$ cat src/inc/tlb_pkg.sv
// Constants and types for the buffer flush and read-back block.
// Assumes a single clock domain and a 32-bit APB register bus.
package tlb_pkg;

  // ==========================================
  // Entry array shape
  localparam int unsigned TLB_ENTRIES = 8;
  localparam int unsigned IDX_W = 3;

  // ==========================================
  // Register byte offsets
  localparam logic [7:0] OFF_PHYS_LOW = 8'h00;
  localparam logic [7:0] OFF_GLOBAL = 8'h04;
  localparam logic [7:0] OFF_SINGLE = 8'h08;
  localparam logic [7:0] OFF_RB_HIGH = 8'h0C;
  localparam logic [7:0] OFF_RB_LOW = 8'h10;
  localparam logic [7:0] OFF_VICTIM = 8'h14;
  localparam logic [7:0] OFF_RD_CMD = 8'h18;
  localparam logic [7:0] OFF_LD_CMD = 8'h1C;
  localparam logic [7:0] OFF_CAM_STAGE = 8'h20;

  // ==========================================
  // Field positions
  localparam int unsigned PTAG_LSB = 10;
  localparam int unsigned PTAG_MSB = 15;
  localparam int unsigned AP_LSB = 8;
  localparam int unsigned AP_MSB = 9;
  localparam int unsigned CMD_BIT = 0;
  localparam int unsigned VTH_MSB = 1;
  localparam int unsigned VTL_LSB = 4;
  localparam int unsigned VTL_MSB = 15;
  localparam int unsigned KEEP_BIT = 3;
  localparam int unsigned VALID_BIT = 2;
  localparam int unsigned SIZE_MSB = 1;
  localparam int unsigned STG_VTH_LSB = 16;
  localparam int unsigned STG_VTH_MSB = 17;

  // ==========================================
  // Reset values
  localparam logic [31:0] RST_WORD = 32'h0000_0000;

  // Access permission codes
  localparam logic [1:0] AP_NONE0 = 2'h0;
  localparam logic [1:0] AP_NONE1 = 2'h1;
  localparam logic [1:0] AP_READ = 2'h2;
  localparam logic [1:0] AP_FULL = 2'h3;

  // Region size codes
  localparam logic [1:0] SZ_SECTION = 2'h0;
  localparam logic [1:0] SZ_LARGE = 2'h1;
  localparam logic [1:0] SZ_SMALL = 2'h2;
  localparam logic [1:0] SZ_TINY = 2'h3;

  // Virtual-side tag content of one entry
  typedef struct packed {
    logic [1:0] virt_tag_high;
    logic [11:0] virt_tag_low;
    logic keep;
    logic valid;
    logic [1:0] region_size;
  } cam_entry_t;

  // Physical-side low content of one entry
  typedef struct packed {
    logic [5:0] physical_page_tag_low_bits;
    logic [1:0] access_perm;
  } ram_entry_t;

endpackage

$ cat src/inc/tlb_array_if.sv
// Carrier between the flush controller and the entry store.
// Assumes both ends share one clock.
interface tlb_array_if;
  import tlb_pkg::*;
  logic wr_en;
  logic [IDX_W-1:0] wr_idx;
  cam_entry_t wr_cam;
  ram_entry_t wr_ram;
  logic clr_en;
  logic clr_global;
  logic [IDX_W-1:0] clr_idx;
  logic [IDX_W-1:0] rd_idx;
  cam_entry_t rd_cam;
  ram_entry_t rd_ram;
  modport ctrl (output wr_en, wr_idx, wr_cam, wr_ram, clr_en, clr_global, clr_idx, rd_idx,
    input rd_cam, rd_ram);
  modport store (input wr_en, wr_idx, wr_cam, wr_ram, clr_en, clr_global, clr_idx, rd_idx,
    output rd_cam, rd_ram);
endinterface

$ cat src/verilog/tlb_entry_store.sv
// Flip-flop storage for the buffer entries, with load and clear ports.
// Assumes the controller never loads and clears one entry in one cycle.
module tlb_entry_store
  import tlb_pkg::*;
(
  input wire logic ref_clk,
  input wire logic sys_rst,
  tlb_array_if.store arr
);

  cam_entry_t cam_q [TLB_ENTRIES];
  ram_entry_t ram_q [TLB_ENTRIES];

  // ==========================================
  // Per-entry storage
  for (genvar i = 0; i < TLB_ENTRIES; i++) begin : g_entry
    always_ff @(posedge ref_clk or posedge sys_rst) begin
      if (sys_rst) begin
        cam_q[i] <= '0;
        ram_q[i] <= '0;
      end else if (arr.clr_en && arr.clr_idx == IDX_W'(i)) begin
        if (arr.clr_global) begin
          if (!cam_q[i].keep) begin
            cam_q[i].valid <= 1'b0;
          end
        end else begin
          cam_q[i].keep <= 1'b0;
          cam_q[i].valid <= 1'b0;
        end
      end else if (arr.wr_en && arr.wr_idx == IDX_W'(i)) begin
        cam_q[i] <= arr.wr_cam;
        ram_q[i] <= arr.wr_ram;
      end
    end
  end

  assign arr.rd_cam = cam_q[arr.rd_idx];
  assign arr.rd_ram = ram_q[arr.rd_idx];

endmodule

$ cat src/verilog/tlb_flush_readback.sv
// Buffer flush control, physical staging word and tag read-back, as an APB slave.
// Assumes one clock, APB signals from logic on the same clock, no interrupt.
//
// Chosen here: the register offsets and the APB register port.
module tlb_flush_readback
  import tlb_pkg::*;
(
  input wire logic ref_clk,
  input wire logic sys_rst,
  input wire logic psel,
  input wire logic penable,
  input wire logic pwrite,
  input wire logic [7:0] paddr,
  input wire logic [31:0] pwdata,
  output logic [31:0] prdata,
  output logic pready,
  output logic pslverr,
  output logic flush_busy,
  output logic stage_read_ok,
  output logic stage_write_ok,
  output logic rb_is_section,
  output logic rb_is_tiny
);

  typedef enum logic [1:0] {ST_IDLE, ST_GSWEEP, ST_SINGLE} flush_state_t;

  tlb_array_if arr ();

  flush_state_t state_q;
  logic [IDX_W-1:0] sweep_q;
  logic [31:0] phys_low_q;
  logic global_q;
  logic single_q;
  cam_entry_t rb_q;
  logic [IDX_W-1:0] victim_q;
  logic [31:0] stage_q;
  logic pready_q;
  logic pslverr_q;
  logic [31:0] prdata_q;
  logic busy_q;
  logic rd_ok_q;
  logic wr_ok_q;
  logic sec_q;
  logic tiny_q;
  logic acc;
  logic wr_fire;
  logic mapped;
  logic [31:0] rdata_d;

  // ==========================================
  // Decoding helpers
  function automatic logic hit(input logic [7:0] a, input logic [7:0] off);
    return a == off;
  endfunction

  function automatic logic perm_reads(input logic [1:0] ap);
    return ap == AP_READ || ap == AP_FULL;
  endfunction

  // ==========================================
  // APB handshake
  // One wait state lets read data come from a flip-flop.
  assign acc = psel && penable;
  assign wr_fire = acc && pready_q && pwrite && !pslverr_q;

  always_comb begin
    mapped = 1'b1;
    rdata_d = RST_WORD;
    case (paddr)
      OFF_PHYS_LOW: begin
        rdata_d = phys_low_q;
      end
      OFF_GLOBAL: begin
        rdata_d[CMD_BIT] = global_q;
      end
      OFF_SINGLE: begin
        rdata_d[CMD_BIT] = single_q;
      end
      OFF_RB_HIGH: begin
        rdata_d[VTH_MSB:0] = rb_q.virt_tag_high;
      end
      OFF_RB_LOW: begin
        rdata_d[VTL_MSB:VTL_LSB] = rb_q.virt_tag_low;
        rdata_d[KEEP_BIT] = rb_q.keep;
        rdata_d[VALID_BIT] = rb_q.valid;
        rdata_d[SIZE_MSB:0] = rb_q.region_size;
      end
      OFF_VICTIM: begin
        rdata_d[IDX_W-1:0] = victim_q;
      end
      OFF_RD_CMD, OFF_LD_CMD: begin
        rdata_d = RST_WORD;
      end
      OFF_CAM_STAGE: begin
        rdata_d = stage_q;
      end
      default: begin
        mapped = 1'b0;
      end
    endcase
  end

  always_ff @(posedge ref_clk or posedge sys_rst) begin
    if (sys_rst) begin
      pready_q <= 1'b0;
      pslverr_q <= 1'b0;
      prdata_q <= RST_WORD;
    end else if (acc && !pready_q) begin
      pready_q <= 1'b1;
      pslverr_q <= !mapped;
      prdata_q <= (pwrite || !mapped) ? RST_WORD : rdata_d;
    end else begin
      pready_q <= 1'b0;
      pslverr_q <= 1'b0;
    end
  end

  // ==========================================
  // Software-written registers
  always_ff @(posedge ref_clk or posedge sys_rst) begin
    if (sys_rst) begin
      phys_low_q <= RST_WORD;
    end else if (wr_fire && hit(paddr, OFF_PHYS_LOW)) begin
      phys_low_q <= RST_WORD;
      phys_low_q[PTAG_MSB:PTAG_LSB] <= pwdata[PTAG_MSB:PTAG_LSB];
      phys_low_q[AP_MSB:AP_LSB] <= pwdata[AP_MSB:AP_LSB];
    end
  end

  // Victim pointer: flushes never move it
  always_ff @(posedge ref_clk or posedge sys_rst) begin
    if (sys_rst) begin
      victim_q <= '0;
    end else if (wr_fire && hit(paddr, OFF_VICTIM)) begin
      victim_q <= pwdata[IDX_W-1:0];
    end
  end

  always_ff @(posedge ref_clk or posedge sys_rst) begin
    if (sys_rst) begin
      stage_q <= RST_WORD;
    end else if (wr_fire && hit(paddr, OFF_CAM_STAGE)) begin
      stage_q <= RST_WORD;
      stage_q[STG_VTH_MSB:STG_VTH_LSB] <= pwdata[STG_VTH_MSB:STG_VTH_LSB];
      stage_q[VTL_MSB:0] <= pwdata[VTL_MSB:0];
    end
  end

  // ==========================================
  // Flush command bits
  // A write of 0 never aborts a running flush.
  always_ff @(posedge ref_clk or posedge sys_rst) begin
    if (sys_rst) begin
      global_q <= 1'b0;
    end else if (wr_fire && hit(paddr, OFF_GLOBAL) && pwdata[CMD_BIT]) begin
      global_q <= 1'b1;
    end else if (state_q == ST_GSWEEP && sweep_q == IDX_W'(TLB_ENTRIES - 1)) begin
      global_q <= 1'b0;
    end
  end

  always_ff @(posedge ref_clk or posedge sys_rst) begin
    if (sys_rst) begin
      single_q <= 1'b0;
    end else if (wr_fire && hit(paddr, OFF_SINGLE) && pwdata[CMD_BIT]) begin
      single_q <= 1'b1;
    end else if (state_q == ST_SINGLE) begin
      single_q <= 1'b0;
    end
  end

  // ==========================================
  // Flush sequencer
  // Global sweep walks one entry a cycle; it has priority over a single flush.
  always_ff @(posedge ref_clk or posedge sys_rst) begin
    if (sys_rst) begin
      state_q <= ST_IDLE;
      sweep_q <= '0;
    end else begin
      case (state_q)
        ST_IDLE: begin
          sweep_q <= '0;
          // start only on a set bit
          if (global_q) begin
            state_q <= ST_GSWEEP;
          end else if (single_q) begin
            state_q <= ST_SINGLE;
          end
        end
        ST_GSWEEP: begin
          sweep_q <= sweep_q + IDX_W'(1);
          if (sweep_q == IDX_W'(TLB_ENTRIES - 1)) begin
            state_q <= ST_IDLE;
          end
        end
        ST_SINGLE: begin
          state_q <= ST_IDLE;
        end
        default: begin
          state_q <= ST_IDLE;
        end
      endcase
    end
  end

  assign arr.clr_en = state_q == ST_GSWEEP || state_q == ST_SINGLE;
  assign arr.clr_global = state_q == ST_GSWEEP;
  assign arr.clr_idx = (state_q == ST_GSWEEP) ? sweep_q : victim_q;

  // ==========================================
  // Entry load and read
  // Loads are dropped while a flush runs, so a sweep never races a load.
  assign arr.wr_en = wr_fire && hit(paddr, OFF_LD_CMD) && pwdata[CMD_BIT] && state_q == ST_IDLE
    && !global_q && !single_q;
  assign arr.wr_idx = victim_q;
  assign arr.wr_cam = '{virt_tag_high: stage_q[STG_VTH_MSB:STG_VTH_LSB],
    virt_tag_low: stage_q[VTL_MSB:VTL_LSB], keep: stage_q[KEEP_BIT],
    valid: stage_q[VALID_BIT], region_size: stage_q[SIZE_MSB:0]};
  assign arr.wr_ram = '{physical_page_tag_low_bits: phys_low_q[PTAG_MSB:PTAG_LSB],
    access_perm: phys_low_q[AP_MSB:AP_LSB]};
  assign arr.rd_idx = victim_q;

  always_ff @(posedge ref_clk or posedge sys_rst) begin
    if (sys_rst) begin
      rb_q <= '0;
    end else if (wr_fire && hit(paddr, OFF_RD_CMD) && pwdata[CMD_BIT]) begin
      rb_q <= arr.rd_cam;
    end
  end

  tlb_entry_store u_store (
    .ref_clk(ref_clk),
    .sys_rst(sys_rst),
    .arr(arr)
  );

  // ==========================================
  // Status outputs
  always_ff @(posedge ref_clk or posedge sys_rst) begin
    if (sys_rst) begin
      busy_q <= 1'b0;
      rd_ok_q <= 1'b0;
      wr_ok_q <= 1'b0;
      sec_q <= 1'b0;
      tiny_q <= 1'b0;
    end else begin
      busy_q <= global_q || single_q;
      rd_ok_q <= perm_reads(phys_low_q[AP_MSB:AP_LSB]);
      wr_ok_q <= phys_low_q[AP_MSB:AP_LSB] == AP_FULL;
      sec_q <= rb_q.region_size == SZ_SECTION;
      tiny_q <= rb_q.region_size == SZ_TINY;
    end
  end

  assign prdata = prdata_q;
  assign pready = pready_q;
  assign pslverr = pslverr_q;
  assign flush_busy = busy_q;
  assign stage_read_ok = rd_ok_q;
  assign stage_write_ok = wr_ok_q;
  assign rb_is_section = sec_q;
  assign rb_is_tiny = tiny_q;

endmodule
$ cat config.mk
export PLATFORM = sky130hd
export DESIGN_NAME = tlb_flush_readback
export DESIGN_NICKNAME = d
export VERILOG_FILES = /design/src/inc/tlb_pkg.sv /design/src/inc/tlb_array_if.sv /design/src/verilog/tlb_entry_store.sv /design/src/verilog/tlb_flush_readback.sv
export SDC_FILE = /design/constraint.sdc
export NUM_CORES = 1
export LEC_CHECK = 0
export BUFFER_PORTS_ARGS = -buffer_cell sky130_fd_sc_hd__buf_2
export CAP_MARGIN = 15
export CORE_MARGIN = 4
export CORE_UTILIZATION = 25
export CTS_CLUSTER_SIZE = 20
export DETAILED_ROUTE_END_ITERATION = 8
export MAX_ROUTING_LAYER = met4
export PLACE_DENSITY_LB_ADDON = 0.05
export REMOVE_ABC_BUFFERS = 1
export SKIP_CTS_REPAIR_TIMING = 1
export SLEW_MARGIN = 20
export SYNTH_ARGS = -nofsm -noshare
export SYNTH_HDL_FRONTEND = slang
export SYNTH_SLANG_ARGS = --single-unit
$ cat constraint.sdc
create_clock -name ref_clk -period 7.9 [get_ports ref_clk]
set_input_delay 0.395 -clock ref_clk [delete_from_list [all_inputs] [get_ports ref_clk]]
set_output_delay 0.395 -clock ref_clk [all_outputs]
set_load 0.1 [all_outputs]
**Word-level counts from Yosys, hierarchy flattened**

Index checks and enable logic that the tools add are counted.
W data, S select, Z words.

- Register bits after elaboration: 237
- Bits of input ports: 45
- Output and inout bits: 39
- Word-level logic and storage cells: 259

- Add/subtract/negate cells: 1
- Order comparisons: 1
- Equality and inequality tests: 46
- Mux-type cells: 55
- Bitwise operators: 9
- Reductions and logical operators: 87

Operators by type and width:

| operator | number |
|---|---|
| $bmux W18 S3 | 1 |
| $reduce_and A2 Y1 | 25 |
| $pmux W13 S3 | 1 |
| $logic_and A1 B1 Y1 | 36 |
| $mux W18 | 2 |
| $eq A8 B5 Y1 const B | 4 |
| $mux W32 | 1 |
| $mux W4 | 8 |
| $eq A3 B3 Y1 const B | 9 |
| $ne A3 B3 Y1 const B | 9 |
| $mux W1 | 24 |
| $mux W2 | 12 |
| $reduce_bool A2 Y1 | 11 |
| $eq A8 B4 Y1 const B | 2 |
| $ne A2 B2 Y1 const B | 8 |
| $eq A3 B2 Y1 const B | 4 |
| $reduce_or A9 Y1 | 1 |
| $eq A2 B2 Y1 const B | 4 |
| $eq A8 B3 Y1 const B | 1 |
| $eq A8 B6 Y1 const B | 1 |
| $logic_not A8 Y1 | 1 |
| $not A1 Y1 | 8 |
| $eq A3 B1 Y1 const B | 2 |
| $logic_not A3 Y1 | 2 |
| 14 further kinds | 22 |

**Depth between registers and ports, before layout**

- Depth in word-level cells: 12
- Mapped depth: 9
- Mapped depth without buffers: 6

**By module**

Synthesis repeated with hierarchy kept, for this count alone.

- Cells, all modules: 875
- Area total of the unflattened synthesis: 13497.9 um^2

Modules (own cells, without submodules):

| module | times used | cells an instance | area an instance (um^2) | seq. area each (um^2) |
|---|---|---|---|---|
| tlb_entry_store | 1 | 588 | 9915.8 | 5205.0 |
| tlb_flush_readback | 1 | 287 | 3582.2 | 1976.9 |

**Worst setup path after synthesis**

Ideal clock, no wire load.

- Path type: register to register
- From: register pready_q, in the netlist pready
- To: register u_store.cam_q[15] (netlist name)
- Library setup time: 0.125 ns
- Arrival: 2.417 ns
- Required time: 7.775 ns
- Setup slack: 5.358 ns
- Cell stages (with the launch flop): 7
- Path buffers: 2
- Clock period less this slack: 2.542 ns
- Cell sequence: dfrtp_1 > and4b_1 > nand4_1 > or3b_1 > buf_6 > buf_6 > mux2_4

- Longest elaborated chain between the ends: 10

Ends and longest elaborated chain:

| what | line | RTL |
|---|---|---|
| start: declaration | tlb_flush_readback.sv:37 | `logic pready_q;` |
| start signal: assignment | tlb_flush_readback.sv:105 | `pready_q <= 1'b0;` |
| start signal: assignment | tlb_flush_readback.sv:109 | `pready_q <= 1'b1;` |
| start signal: assignment | tlb_flush_readback.sv:113 | `pready_q <= 1'b0;` |
| $logic_and A1 B1 Y1 (3 in a row) | tlb_flush_readback.sv:64 | `assign wr_fire = acc && pready_q && pwrite && !pslverr_q;` |
| $logic_and A1 B1 Y1 (3 in a row) | tlb_flush_readback.sv:213 | `assign arr.wr_en = wr_fire && hit(paddr, OFF_LD_CMD) && pwdata[CMD_BIT] && state_q == ST_IDLE` |
| $logic_and A1 B1 Y1 (2 in a row) | tlb_flush_readback.sv:214 | `&& !global_q && !single_q;` |
| $logic_and A1 B1 Y1 | tlb_entry_store.sv:30 | `end else if (arr.wr_en && arr.wr_idx == IDX_W'(i)) begin` |
| $reduce_and A2 Y1 (no source line) | - |  |
| end signal: indexed assignment | tlb_entry_store.sv:31 | `cam_q[i] <= arr.wr_cam;` |
| end: declaration | tlb_entry_store.sv:11 | `cam_entry_t cam_q [TLB_ENTRIES];` |

No other way between the ends.
A chain may end at the register's enable or synchronous reset.

**Worst setup path in the final report**

- From: register state_q[1]
- To: register u_store.cam_q[99] (netlist name)

- Longest elaborated chain between the ends: 6
- Elaborated cells between the ends (all ways): 13
- Classes of those cells: eq/ne (3); mux (1); bitwise (1); reduce/logical (8)

Ends and longest elaborated chain:

| what | line | RTL |
|---|---|---|
| start: declaration | tlb_flush_readback.sv:29 | `flush_state_t state_q;` |
| start signal: assignment | tlb_flush_readback.sv:177 | `state_q <= ST_IDLE;` |
| start signal: assignment | tlb_flush_readback.sv:185 | `state_q <= ST_GSWEEP;` |
| start signal: assignment | tlb_flush_readback.sv:187 | `state_q <= ST_SINGLE;` |
| $eq A2 B1 Y1 / $logic_not A2 Y1 (equally long branches) | tlb_flush_readback.sv:206, tlb_flush_readback.sv:208, tlb_flush_readback.sv:213 |  |
| $mux W3 / $logic_and A1 B1 Y1 (equally long branches) | tlb_flush_readback.sv:208, tlb_flush_readback.sv:213 |  |
| $eq A3 B2 Y1 / $logic_and A1 B1 Y1 (equally long branches) | tlb_entry_store.sv:21, tlb_flush_readback.sv:214 |  |
| $logic_and A1 B1 Y1, on equally long branches | tlb_entry_store.sv:21, tlb_flush_readback.sv:214 |  |
| $not A1 Y1 (no source line) / $logic_and A1 B1 Y1 (equally long branches) | - |  |
| $reduce_and A2 Y1 (no source line) (*) | - |  |

Every way passes the cells marked *; elsewhere a longest branch is shown, timed or not.

==> PnR_summary.wiki <==
{| class="wikitable"
! Metric !! Value
|-
| Fraction of registers with async set or reset after synthesis || between 90% and 100%
|-
| Fin. max-slew vios || 0
|-
| Wire per inst || 23.6 um
|-
| Layout Nets || 862
|-
| TritonCTS Buffers || 28
|-
| Detailed Routing Iterations Pass 1 || 5
|-
| Top cell type's share of synthesized area || 52.4%
|-
| Worst-path clk slew || 60 ps
|-
| Met3 WL post-DR || 933 um
|-
| Number of antenna violations at the first check in global routing || 2
|-
| Max_slew headroom || 28.3%
|-
| Number of warning messages in the yosys log || 0
|-
| Final global-route overflow total || 0
|-
| Beginning of the critical path || state_q[1]$_DFFE_PP0P_
|-
| Cell Area, Synth || ~11000 sq um
|-
| Standby leakage power || 5.77 nW
|-
| Setup TNS || 0 ps
|-
| Layout cell share with drive strength beyond 1 || 35.0%
|-
| Top cells by count, synth || sky130_fd_sc_hd__dfrtp_1 (223), sky130_fd_sc_hd__mux2_2 (105), sky130_fd_sc_hd__o21ai_0 (57)
|-
| CP Class || register to register
|-
| Hold path startpoint || pwdata[4]
|-
| First-pass GRT wire length || 49000 um
|-
| Share of power burned in combinational logic || 4.6%
|-
| Fin crit share || 50.0%
|-
| Logic depth of the worst register-to-register path || 7
|-
| CTS Sinks || 223
|-
| H-tree level count || 1
|-
| Measured slew at the worst slew-check pin || 1080 ps
|-
| Std cell rows || 75
|-
| Number of port buffers || 55
|-
| Post-route ant nets || 0
|-
| Share of total power consumed by net switching || 24.2%
|-
| Max cap viols || 0
|-
| Crit path DAT || 4390 ps
|-
| Most area-hungry cell type in the Yosys netlist || sky130_fd_sc_hd__dfrtp_1
|-
| Worst-Skew Late Latency || 560 ps
|-
| Tightest Hold Check Type || input port to register
|-
| Number of global-route vias before repair || 7217
|-
| Critical Path Fanout Max || 31
|-
| Die footprint || around 46000 sq um
|-
| Die height || around 210 um
|-
| Status || finished clean
|-
| Worst hold path stage count || 2
|-
| Critical R2R Launch || state_q[1]$_DFFE_PP0P_
|-
| Synth top area cells || sky130_fd_sc_hd__dfrtp_1 (52%), sky130_fd_sc_hd__mux2_2 (11%), sky130_fd_sc_hd__mux4_2 (7.6%)
|-
| Routed via count || 6594
|-
| Net switching power || about 0.6 mW
|-
| Iteration-0 DRC Markers || 321
|-
| Worst hold margin || about 68 ps
|-
| Maximum operating frequency || 0.253 GHz
|-
| Setup Viol. Count Final || 0
|-
| Drt via density || 4.81
|-
| IR drop worst, VDD || ~0.11 mV
|-
| Wl on met1 || 15300 um
|-
| Placement-stage cell area || 11300 sq um
|-
| Maximum number of pins on one net before global-route repair || 88
|-
| Synthesized instance count || 778
|-
| Leading cell type by number of instances after synthesis || sky130_fd_sc_hd__dfrtp_1
|-
| Ratio of total power to cell area || 204 nW/um^2
|-
| Clk pwr share || about half
|-
| Highest signal layer in the routed design || met4
|-
| Placed wire-length estimate || 20200 um
|-
| Count of different cell masters after synthesis || 60
|-
| Number of enable flip-flop cells after synthesis || 0
|-
| Proportion of power drawn by flip-flops and latches || a little under half
|-
| Clock tree root driver cell || sky130_fd_sc_hd__clkbuf_16
|-
| Minimum clock period after layout || 3950 ps
|-
| Clock tree from TritonCTS || yes
|-
| Number of I/O pins || 84
|-
| Post-route DRC violation count || 0
|-
| Global Route Usage Sum || around 14%
|-
| Kind of start point of the critical path || register
|-
| Reg-to-reg endpoint || u_store.cam_q[99]$_DFFE_PP0P_
|-
| Max Clock Skew || between 10 and 15 ps
|-
| Hold worst-path end || stage_q[4]$_DFFE_PP0P_
|-
| Internal cell power || 1.90 mW
|-
| Die width || 214 um
|-
| Number of register bits inferred by synthesis || 223
|-
| Final estimated routing congestion in global placement || 0.726
|-
| Relative area change from synthesis to final layout || 14.9%
|-
| Wire length after detailed routing || around 32000 um
|-
| Setup repair after global routing missed its margin || false
|-
| Maximum buffer depth of the clock tree || 3
|-
| Leading register cell type out of synthesis || sky130_fd_sc_hd__dfrtp_1
|-
| Worst EP required || around 8300 ps
|-
| Post-route standard cell area excluding fillers || about 12000 sq um
|-
| Setup slack of the most critical reg-to-reg path || 3950 ps
|-
| Mean cell area of the mapped netlist || 13.7 sq um
|-
| Sequential-to-total area share from yosys stat || 52.4%
|-
| Fin. Hold Viols || 0
|-
| Wire length on met2 || about 16000 um
|-
| Kind of end point of the critical path || register
|-
| Area of the core region || 42000 sq um
|-
| Starting density of the core || 25.3%
|}
state kept, by name, summed over array words and instances, names as in the netlist, 2 cells and up:
name,cells
rb_q,18
prdata,18
stage_q,18
state_q,2
phys_low_q,8
arr.rd_idx,3
u_store.cam_q,144
sweep_q,3
critical path, stage by stage (launching register included):
cell and delay (ps):
sky130_fd_sc_hd__dfrtp_1 400, sky130_fd_sc_hd__inv_1 80, sky130_fd_sc_hd__ha_1 870, sky130_fd_sc_hd__mux2_2 460, sky130_fd_sc_hd__or2_0 580, sky130_fd_sc_hd__o2111ai_4 660, sky130_fd_sc_hd__buf_4 400, sky130_fd_sc_hd__mux2_2 370
cell type report:
class,instances,area (sq um)
Multi-Input combinational cell,477,4650
Clock inverter,8,76.3
Fill cell,4264,29800
Antenna cell,1,2.50
Sequential cell,223,5590
Inverter,12,52.6
Timing Repair Buffer,70,390
Clock buffer,42,803
Tap cell,539,674
placed cells by master (no fill, tap or decap), drive strengths merged, types with 4 or more instances in the layout:
master	Yosys	routed
a22oi	14	14
conb	1	14
and2	11	11
o31ai	8	8
nand3	5	5
mux2	157	157
nor3	5	5
a21oi	6	6
or2	7	7
o2111ai	4	4
nand2	26	26
o211ai	12	12
o21ai	62	62
mux2i	33	33
mux4	36	36
clkinv	2	10
inv	10	9
a32o	4	4
buf	49	69
nor3b	5	5
nor2	10	10
ha	5	5
nand3b	4	4
clkbuf	30	42
nand2b	4	4
nand4	6	6
a2bb2oi	8	8
nor2b	4	4
dfrtp	223	223
metal layers:
metal / up-vias / global-route usage (%)
met2: 112 / 23.0
met1: 3520 / 19.7
li1: 2919 / -
met5: - / -
met4: 0 / 3.07
met3: 43 / 2.32
worst max path at each step:
| stage | cells after the start | endpoint | slack, ps |
|---|---|---|---|
| 3_3_place_gp | 7 | u_store.cam_q[106]$_DFFE_PP0P_ | 3960 |
| 2_1_floorplan | 1 | arr.rd_idx[0]$_DFFE_PP0P_ | 1400 |
| 5_1_grt | 7 | u_store.cam_q[90]$_DFFE_PP0P_ | 3710 |
| 6_report | 7 | u_store.cam_q[99]$_DFFE_PP0P_ | 3950 |
| 3_5_place_dp | 7 | u_store.cam_q[99]$_DFFE_PP0P_ | 3880 |
| 4_1_cts | 7 | u_store.cam_q[100]$_DFFE_PP0P_ | 3880 |
power groups by stage:
stage	clock network (mW)	logic (mW)	registers, mW
final	1.24	0.115	1.15
after global placement	0	0.115	1.17
after global routing	1.32	0.127	1.15
after floorplan	0	0.0741	1.17
after detailed placement	0	0.118	1.17
after CTS	1.29	0.118	1.15
stage by stage:
| stage | total power, mW | utilization [%] | setup slack (ps) | instances |
|---|---|---|---|---|
| after floorplan | 1.25 | - | 1400 | 712 |
| after global placement | 1.28 | 27.0 | 3960 | 1320 |
| after detailed placement | 1.29 | 27.0 | 3880 | 1320 |
| after CTS | 2.56 | 29.1 | 3880 | 1370 |
| after global routing | 2.60 | 29.1 | 3710 | 1372 |
| final | 2.50 | 29.1 | 3950 | 1372 |
logic make-up after synthesis:
family                     count (synthesis)  synth area share, %
other                                      1               0.0352
and+or+nand+nor                          106                 6.42
AOI/OAI and AO/OA                        126                 8.23
DFF                                      223                 52.4
adders and majority gates                  5                0.588
muxes                                    226                 27.9
buffers and inverters                     91                 4.43
No activity file was read; power rests on OpenSTA's default activity.
